==> config.mk <==
export PLATFORM = sky130hd
export DESIGN_NAME = fra_register_access
export DESIGN_NICKNAME = d
export VERILOG_FILES = /design/src/pkg/fra_pkg.sv /design/src/design/fra_cond_bits.sv /design/src/design/fra_register_access.sv
export SDC_FILE = /design/constraint.sdc
export NUM_CORES = 2
export LEC_CHECK = 0
export ABC_CLOCK_PERIOD_IN_PS = 6300
export BUFFER_PORTS_ARGS = -buffer_cell sky130_fd_sc_hd__buf_2
export CORE_MARGIN = 2
export CORE_UTILIZATION = 55
export DETAILED_ROUTE_END_ITERATION = 10
export HOLD_SLACK_MARGIN = 0.03
export PLACE_DENSITY = 0.72
export SLEW_MARGIN = 30
export SYNTH_ARGS = -nofsm -noshare
export SYNTH_HDL_FRONTEND = slang
export SYNTH_SLANG_ARGS = --single-unit
==> constraint.sdc <==
create_clock -name clk_in -period 6.3 [get_ports clk_in]
set_input_delay 0.63 -clock clk_in [delete_from_list [all_inputs] [get_ports clk_in]]
set_output_delay 0.63 -clock clk_in [all_outputs]
set_load 0.05 [all_outputs]
==> src/pkg/fra_pkg.sv <==
/*
  package for the floating-point register access block: format codes,
  condition-code bit positions and reset values.
  assumes a single core clock and a pipeline that drives format codes
  from this enumeration.
*/
package fra_pkg;
  // ----------------------------------------------------------------
  // widths and sizes
  // ----------------------------------------------------------------
  localparam int FRA_WORD_W = 32;          // one register word
  localparam int FRA_REG_COUNT = 32;       // registers in the file
  localparam int FRA_IDX_W = 5;            // register number width
  localparam int FRA_SEL_W = 3;            // condition select width
  localparam int FRA_CC_COUNT = 8;         // condition codes 0..7

  // ----------------------------------------------------------------
  // condition bit placement in the control/status register
  // ----------------------------------------------------------------
  localparam int FRA_CC0_BIT = 23;         // code 0 position
  localparam int FRA_CCN_BASE = 24;        // code n sits at base + n

  // ----------------------------------------------------------------
  // reset values
  // ----------------------------------------------------------------
  localparam logic [31:0] FRA_REG_RESET = 32'h0000_0000;
  localparam logic [31:0] FRA_CSR_RESET = 32'h0000_0000;
  localparam logic [63:0] FRA_UNPRED_VALUE = 64'h0000_0000_0000_0000;

  // access formats seen on the format port
  typedef enum logic [2:0] {
    FRA_FMT_SINGLE,
    FRA_FMT_DOUBLE,
    FRA_FMT_WORD,
    FRA_FMT_PAIRED_BYTE,   // paired_byte_format
    FRA_FMT_QUAD_HALF,     // quad_half_format
    FRA_FMT_RAW_WORD,
    FRA_FMT_RAW_DOUBLE
  } fra_fmt_t;
endpackage : fra_pkg

==> src/design/fra_cond_bits.sv <==
/*
  condition-code block: holds the floating-point control/status register
  and reads or replaces one of its eight condition bits.
  assumes the pipeline gives one condition select per cycle.
*/
`timescale 1ns/10ps
module fra_cond_bits
  import fra_pkg::*;
(
  input wire logic clk_in,
  input wire logic rst_n_in,
  input wire logic [FRA_SEL_W-1:0] condition_select_in,  // code number
  input wire logic condition_bit_write_in,               // write strobe
  input wire logic condition_value_in,                   // new bit
  input wire logic csr_load_in,                          // whole-word load
  input wire logic [FRA_WORD_W-1:0] csr_data_in,         // whole-word data
  output logic condition_bit_read_out,                   // selected bit
  output logic [FRA_WORD_W-1:0] fp_control_status_reg_out // register value
);
  // ----------------------------------------------------------------
  // state
  // ----------------------------------------------------------------
  logic [FRA_WORD_W-1:0] csr;       // control/status register
  logic [FRA_WORD_W-1:0] next_csr;  // its next value
  logic [4:0] bit_pos;              // mapped bit position, 23 or 25..31

  // code 0 lives apart from codes 1..7, which skip bit 24
  always_comb
  begin
    if (condition_select_in == '0)
    begin
      bit_pos = 5'(FRA_CC0_BIT);
    end
    else
    begin
      // widest sum is 24 + 7, so five bits never wrap
      bit_pos = 5'(FRA_CCN_BASE) + 5'(condition_select_in);
    end
  end

  // replace only the mapped bit; a whole-word load loses to it
  always_comb
  begin
    next_csr = csr;
    if (csr_load_in)
    begin
      next_csr = csr_data_in;
    end
    if (condition_bit_write_in)
    begin
      next_csr[bit_pos] = condition_value_in;
    end
  end

  always_ff @(posedge clk_in or negedge rst_n_in)
  begin
    if (!rst_n_in)
    begin
      csr <= FRA_CSR_RESET;
    end
    else
    begin
      csr <= next_csr;
    end
  end

  // the read is combinational from the stored register
  assign condition_bit_read_out = csr[bit_pos];
  assign fp_control_status_reg_out = csr;

  // ----------------------------------------------------------------
  // assertions
  // ----------------------------------------------------------------
  cc_write_only_a: assert property (@(posedge clk_in) disable iff (!rst_n_in)
    (condition_bit_write_in && !csr_load_in) |=>
      ((csr ^ $past(csr)) & ~(32'h0000_0001 << $past(bit_pos))) == '0)
    else $error("condition write disturbed other bits");

  cc_write_lands_a: assert property (@(posedge clk_in) disable iff (!rst_n_in)
    condition_bit_write_in |=> csr[$past(bit_pos)] == $past(condition_value_in))
    else $error("condition bit not written");

  cc_zero_map_a: assert property (@(posedge clk_in) disable iff (!rst_n_in)
    (condition_select_in == 3'h0) |-> condition_bit_read_out == csr[23])
    else $error("code 0 not at bit 23");

  cc_n_map_a: assert property (@(posedge clk_in) disable iff (!rst_n_in)
    (condition_select_in != 3'h0) |->
      condition_bit_read_out == csr[24 + int'(condition_select_in)])
    else $error("code n not at bit 24+n");

  cc_bit24_idle_a: assert property (@(posedge clk_in) disable iff (!rst_n_in)
    (!csr_load_in) |=> csr[24] == $past(csr[24]))
    else $error("bit 24 touched by a condition write");

  cc_write_c: cover property (@(posedge clk_in) disable iff (!rst_n_in)
    condition_bit_write_in && condition_select_in == 3'h7);
endmodule : fra_cond_bits

==> src/design/fra_register_access.sv <==
/*
  floating-point register file with format-dependent access and the
  condition-code block beneath it.
  assumes the pipeline drives number, format and data synchronously and
  never relies on reading a value in a format other than its written one.
*/
`timescale 1ns/10ps
// Function
// - single/word/raw-word read returns register unchanged
// - even double read returns upper odd, lower even
// - odd-base doubleword access is unpredictable
// - other formats read an unpredictable value
// - word writes one register, double writes pair
// - stored encoding is exactly what reads back
// - no cross-format conversion; issuer must not rely
// - loads and stores use raw formats, same placement
// - code 0 is bit 23, code n bit 24+n
// - condition write replaces only its mapped bit
module fra_register_access
  import fra_pkg::*;
#(
  parameter int REG_COUNT = FRA_REG_COUNT,  // registers in the file
  parameter int WORD_W = FRA_WORD_W         // bits per register
)
(
  input wire logic clk_in,
  input wire logic rst_n_in,
  // read side
  input wire logic [FRA_IDX_W-1:0] read_index_in,       // register number
  input wire fra_fmt_t read_format_in,                  // access format
  output logic [2*WORD_W-1:0] formatted_register_read_out, // read value
  output logic read_unpredictable_out,                  // value undefined
  // write side
  input wire logic formatted_register_write_in,         // write strobe
  input wire logic [FRA_IDX_W-1:0] write_index_in,      // register number
  input wire fra_fmt_t write_format_in,                 // access format
  input wire logic [2*WORD_W-1:0] write_data_in,        // low word first
  output logic write_ignored_out,                       // write dropped
  // condition codes
  input wire logic [FRA_SEL_W-1:0] condition_select_in,
  input wire logic condition_bit_write_in,
  input wire logic condition_value_in,
  input wire logic csr_load_in,
  input wire logic [FRA_WORD_W-1:0] csr_data_in,
  output logic condition_bit_read_out,
  output logic [FRA_WORD_W-1:0] fp_control_status_reg_out
);
  // ----------------------------------------------------------------
  // storage
  // ----------------------------------------------------------------
  logic [WORD_W-1:0] regs [REG_COUNT];       // register array
  logic [WORD_W-1:0] next_regs [REG_COUNT];  // next array values
  logic wr_single;                           // one-word write
  logic wr_pair;                             // legal pair write
  logic rd_single;                           // one-word read
  logic rd_pair;                             // legal pair read
  logic [FRA_IDX_W-1:0] rd_odd_index;        // partner of read base

  // decode formats; raw formats share placement with word/double
  always_comb
  begin
    wr_single = write_format_in inside {FRA_FMT_SINGLE, FRA_FMT_WORD,
                                        FRA_FMT_RAW_WORD};
    wr_pair = (write_format_in inside {FRA_FMT_DOUBLE, FRA_FMT_RAW_DOUBLE})
              && !write_index_in[0];
    rd_single = read_format_in inside {FRA_FMT_SINGLE, FRA_FMT_WORD,
                                       FRA_FMT_RAW_WORD};
    rd_pair = (read_format_in inside {FRA_FMT_DOUBLE, FRA_FMT_RAW_DOUBLE})
              && !read_index_in[0];
    rd_odd_index = read_index_in | 5'h01;
  end

  // ----------------------------------------------------------------
  // write port: one per cycle, pairs update two entries
  // ----------------------------------------------------------------
  // an odd base or packed format stores nothing, keeping state safe
  for (genvar i = 0; i < REG_COUNT; i++)
  begin : g_entry
    always_comb
    begin
      next_regs[i] = regs[i];
      if (formatted_register_write_in && wr_single &&
          write_index_in == FRA_IDX_W'(i))
      begin
        next_regs[i] = write_data_in[WORD_W-1:0];
      end
      else if (formatted_register_write_in && wr_pair &&
               write_index_in == FRA_IDX_W'(i & ~1))
      begin
        // low half to the even entry, high half to the odd one
        next_regs[i] = (i % 2 == 0) ? write_data_in[WORD_W-1:0]
                                    : write_data_in[2*WORD_W-1:WORD_W];
      end
    end

    always_ff @(posedge clk_in or negedge rst_n_in)
    begin
      if (!rst_n_in)
      begin
        regs[i] <= FRA_REG_RESET;
      end
      else
      begin
        regs[i] <= next_regs[i];
      end
    end
  end

  // ----------------------------------------------------------------
  // read path: raw bits returned, no conversion anywhere
  // ----------------------------------------------------------------
  // combinational so a read sees the last stored encoding directly
  always_comb
  begin
    formatted_register_read_out = FRA_UNPRED_VALUE;
    read_unpredictable_out = 1'b1;
    if (rd_single)
    begin
      formatted_register_read_out = {{WORD_W{1'b0}}, regs[read_index_in]};
      read_unpredictable_out = 1'b0;
    end
    else if (rd_pair)
    begin
      formatted_register_read_out = {regs[rd_odd_index], regs[read_index_in]};
      read_unpredictable_out = 1'b0;
    end
  end
  // the issuer owns format consistency; bits pass untouched

  assign write_ignored_out = formatted_register_write_in && !wr_single && !wr_pair;

  // ----------------------------------------------------------------
  // condition codes
  // ----------------------------------------------------------------
  fra_cond_bits u_cond (
    .clk_in(clk_in),
    .rst_n_in(rst_n_in),
    .condition_select_in(condition_select_in),
    .condition_bit_write_in(condition_bit_write_in),
    .condition_value_in(condition_value_in),
    .csr_load_in(csr_load_in),
    .csr_data_in(csr_data_in),
    .condition_bit_read_out(condition_bit_read_out),
    .fp_control_status_reg_out(fp_control_status_reg_out)
  );

  // ----------------------------------------------------------------
  // assertions
  // ----------------------------------------------------------------
  wr_back_word_a: assert property (@(posedge clk_in) disable iff (!rst_n_in)
    (formatted_register_write_in && wr_single) |=>
      regs[$past(write_index_in)] == $past(write_data_in[WORD_W-1:0]))
    else $error("word write not stored");

  wr_pair_low_a: assert property (@(posedge clk_in) disable iff (!rst_n_in)
    (formatted_register_write_in && wr_pair) |=>
      regs[$past(write_index_in)] == $past(write_data_in[WORD_W-1:0]))
    else $error("pair low half misplaced");

  wr_pair_high_a: assert property (@(posedge clk_in) disable iff (!rst_n_in)
    (formatted_register_write_in && wr_pair) |=>
      regs[$past(write_index_in) | 5'h01] == $past(write_data_in[2*WORD_W-1:WORD_W]))
    else $error("pair high half misplaced");

  rd_word_raw_a: assert property (@(posedge clk_in) disable iff (!rst_n_in)
    rd_single |-> formatted_register_read_out[WORD_W-1:0] == regs[read_index_in]
                  && !read_unpredictable_out)
    else $error("word read altered");

  rd_pair_order_a: assert property (@(posedge clk_in) disable iff (!rst_n_in)
    rd_pair |-> formatted_register_read_out ==
                {regs[read_index_in | 5'h01], regs[read_index_in]})
    else $error("pair read order wrong");

  odd_base_flag_a: assert property (@(posedge clk_in) disable iff (!rst_n_in)
    (read_format_in inside {FRA_FMT_DOUBLE, FRA_FMT_RAW_DOUBLE} && read_index_in[0]) |->
      read_unpredictable_out)
    else $error("odd pair base not flagged");

  odd_write_kept_a: assert property (@(posedge clk_in) disable iff (!rst_n_in)
    (formatted_register_write_in && !wr_single && !wr_pair) |=>
      regs[$past(write_index_in)] == $past(regs[write_index_in]))
    else $error("illegal write changed state");

  packed_fmt_flag_a: assert property (@(posedge clk_in) disable iff (!rst_n_in)
    (read_format_in inside {FRA_FMT_PAIRED_BYTE, FRA_FMT_QUAD_HALF}) |->
      read_unpredictable_out)
    else $error("packed format read not flagged");

  wr_pair_c: cover property (@(posedge clk_in) disable iff (!rst_n_in)
    formatted_register_write_in && wr_pair ##1 rd_pair);
  wr_word_c: cover property (@(posedge clk_in) disable iff (!rst_n_in)
    formatted_register_write_in && write_format_in == FRA_FMT_RAW_WORD);
  odd_read_c: cover property (@(posedge clk_in) disable iff (!rst_n_in)
    read_format_in == FRA_FMT_RAW_DOUBLE && read_index_in[0]);
endmodule : fra_register_access

==> metrics.md <==
| Metric | Value |
|---|---|
| Final Hold Vio Count | `0` |
| # port buffers | `219` |
| Final critical-path share of the clock period | `65.6%` |
| Worst-case reg-to-reg path depth | `3` |
| Fin Setup TNS | `0 ns` |
| Worst path top cell family by delay | `simple AND/OR/NAND/NOR gates` |
| Tightest Pin Transition | `1.10 ns` |
| Worst endpoint data arrival time | `3.50 ns` |
| Slew headroom | `26.6%` |
| Nets | `3923` |
| Final Slew Violations | `0` |
| Synth Area in Simple Gates | `1.85%` |
| Cell mode on critical path | `buf_2` |
| Count leader, synth | `mux2_2` |
| Critical path's slowest cell | `nor2b_4` |
| Reg-to-Reg End | `u_cond.fp_control_status_reg_out[28]` |
| Yosys warning count | `0` |
| Routed length per instance | `33.2 um` |
| Boundary pin count | `220` |
| CTS resizes | `0` |
| First-pass GRT wire length | `256 mm` |
| Critical-path cell list | `buf_2 -> mux2_2 -> o211ai_1 -> nor2b_4 -> buf_4 -> a22o_1 -> buf_2` |
| Final Setup Violations | `0` |
| Critical Path Fanout Max | `16` |
| Synth Area in Compound Gates | `3.27%` |
| Yosys top cell area share | `46.6%` |
| Layout cells sized above 1 | `61.5%` |
| Average cell area after synthesis | `15.1 sq um` |
| Post-synthesis mux area share | `44.3%` |
| Max Cap Violations | `0` |
| RSZ-0062 raised after global routing | `false` |
| XOR/XNOR share of the synthesized area | `0%` |
| Main synth FF type | `dfrtp_1` |
| Hold WC Path Type | `primary input to flop` |
| Post-CTS Setup Bufs | `0` |
| Netlist cell types | `56` |
| Row count | `117` |
| CTS tree | `done` |
| First-pass iteration count of the detailed router | `5` |
| DP HPWL | `105 mm` |
| Clk_lat worst skew | `0.71 ns` |
| CTS buffer count | `113` |
| Grt ovf | `0` |
| Cell accounting for the most synthesized area | `dfrtp_1` |
| Via/cell ratio | `6.80` |
| Number of flops mapped to enable cells by yosys | `0` |
| Largest net degree at the start of global routing | `178` |
| H-tree depth | `3` |
| Chip height | `325 um` |
| Syn Nets | `3890` |
| Vias | `35800` |
| Critical Path Max Stage Delay | `0.86 ns` |
| Sequential fraction of the synthesis area | `46.6%` |
| Iteration-0 DRC Markers | `3644` |
| Status | `finished clean` |
| Hold Path Stages | `2` |
| CP Capture Type | `output port` |
| Critical path data required time | `5.67 ns` |
| Number of global-route vias before repair | `35800` |
| Synth Register Bits | `1056` |
| Min-delay src | `csr_data_in[13]` |
| Cts hold-fix bufs | `1` |
| Post-Syn Area | `56700 sq um` |
| GPL Wtd Cong | `0.840` |
| Root Driver | `clkbuf_16` |
| Post-Route WL | `175 mm` |
| Synth area leaders | `dfrtp_1, mux2_2, mux4_2, mux2_4, a22oi_1` |
| Setup CP Type | `primary input to output port` |
| Peak VDD IR | `0.000215 V` |
| Reg2reg start | `u_cond.fp_control_status_reg_out[28]` |
| DR DRC count | `0` |
| Clock skew | `0 ns` |
| Initial antenna violation count | `22` |
| Max Buffers Root-to-Sink | `3` |
| Worst Setup Start Kind | `primary input` |
| Largest family of logic cells by synthesized area | `multiplexers` |
| Register-to-register setup slack | `5.38 ns` |
| Synth Area in Adders | `0%` |
| Max Fclk | `242 MHz` |
| Layout overhead on the synthesized area | `10.7%` |
| Leak | `0.0283 uW` |
| Final hold slack | `0.153 ns` |
| Cells after Synth | `3769` |
| Time the worst path needs with I/O delays and setup | `4.13 ns` |
| Pwr/cell area | `290 nW/um^2` |
| Initial Util | `55.6%` |
| DIE WIDTH | `325 um` |
| Post-route ant nets | `0` |
| GRT Total Usage | `32.9%` |
| CTS Sinks | `1056` |
| Core area | `102000 sq um` |
| Worst path bufs/invs | `3` |
| Clock-pin slew on the worst setup and hold paths | `0.06 ns` |
| Async set-reset flop share out of synthesis | `100%` |
| Commonest cells in the netlist | `mux2_2, dfrtp_1, mux4_2, clkbuf_1, a22oi_1` |
| Die area | `106000 sq um` |
report_power, final:
part | internal [uW] | switching, uW
Clock | 4000 | 2850
Sequential | 7770 | 526
Combinational | 1630 | 1470
stage by stage:
step | area [sq um] | std cells | utilization (%) | setup WS, ns | total power [uW]
finish | 62800 | 5275 | 61.6 | 2.17 | 18200
global route | 62800 | 5266 | 61.5 | 2.09 | 18900
CTS | 62700 | 5260 | 61.5 | 2.23 | 18300
detailed placement | 58900 | 5051 | 57.7 | 2.24 | 11500
global placement | 58300 | 5026 | 57.1 | 2.23 | 11300
floorplan | 56700 | 3769 | - | 2.78 | 10500
final cells by class:
type,instances,area [sq um]
Antenna cell,12,30.0
Clock buffer,170,3390
Clock inverter,38,420
Fill cell,7697,39200
Inverter,3,11.3
Multi-Input combinational cell,2307,28300
Sequential cell,1056,26400
Tap cell,1368,1710
Timing Repair Buffer,321,2530
cells by family after synthesis:
| family | Yosys count |
|---|---|
| muxes | 1922 |
| AOI/OAI and AO/OA | 215 |
| buffers and inverters | 406 |
| DFF | 1056 |
| and+or+nand+nor | 170 |
metal layers:
metal  track usage [%]  wire [um]
met1              46.5      73400
met2              49.9      80000
met3              6.67      13900
met4              13.2       7740
met5             0.634        150
cell usage in the layout, fill, tap and decap left out, types with 10 or more instances in the layout:
master	instances
a21oi_4	16
a22o_1	23
a22oi_1	118
buf_12	25
buf_16	15
buf_2	214
buf_4	61
clkbuf_1	24
clkbuf_16	115
clkbuf_8	31
clkinv_2	23
dfrtp_1	1056
diode_2	12
mux2_1	43
mux2_2	1438
mux2_4	91
mux2i_1	65
mux4_2	285
nand2_1	52
nand3_4	15
nand4_1	10
nor2b_1	36
o2111a_2	12
worst register-to-register path, stage by stage, from the launching register on:
cell,delay (ns)
dfrtp_1,0.41
mux2i_1,0.13
a31oi_1,0.06
a41o_1,0.21
how the worst max path moves through the flow:
stage	startpoint	end	slack, ns	cells past startpoint
finish	read_format_in[1]	formatted_register_read_out[4]	2.17	7
global route	read_index_in[1]	formatted_register_read_out[57]	2.09	6
CTS	read_index_in[1]	formatted_register_read_out[57]	2.23	6
detailed placement	read_index_in[1]	formatted_register_read_out[57]	2.24	6
global placement	read_index_in[1]	formatted_register_read_out[57]	2.23	6
floorplan	read_index_in[3]	formatted_register_read_out[63]	2.78	5
sequential cells by signal (all words and copies together), names as in the netlist, named ones only:
name / cells
regs: 1024
u_cond.fp_control_status_reg_out: 16
Power figures use the tool's default switching activity.
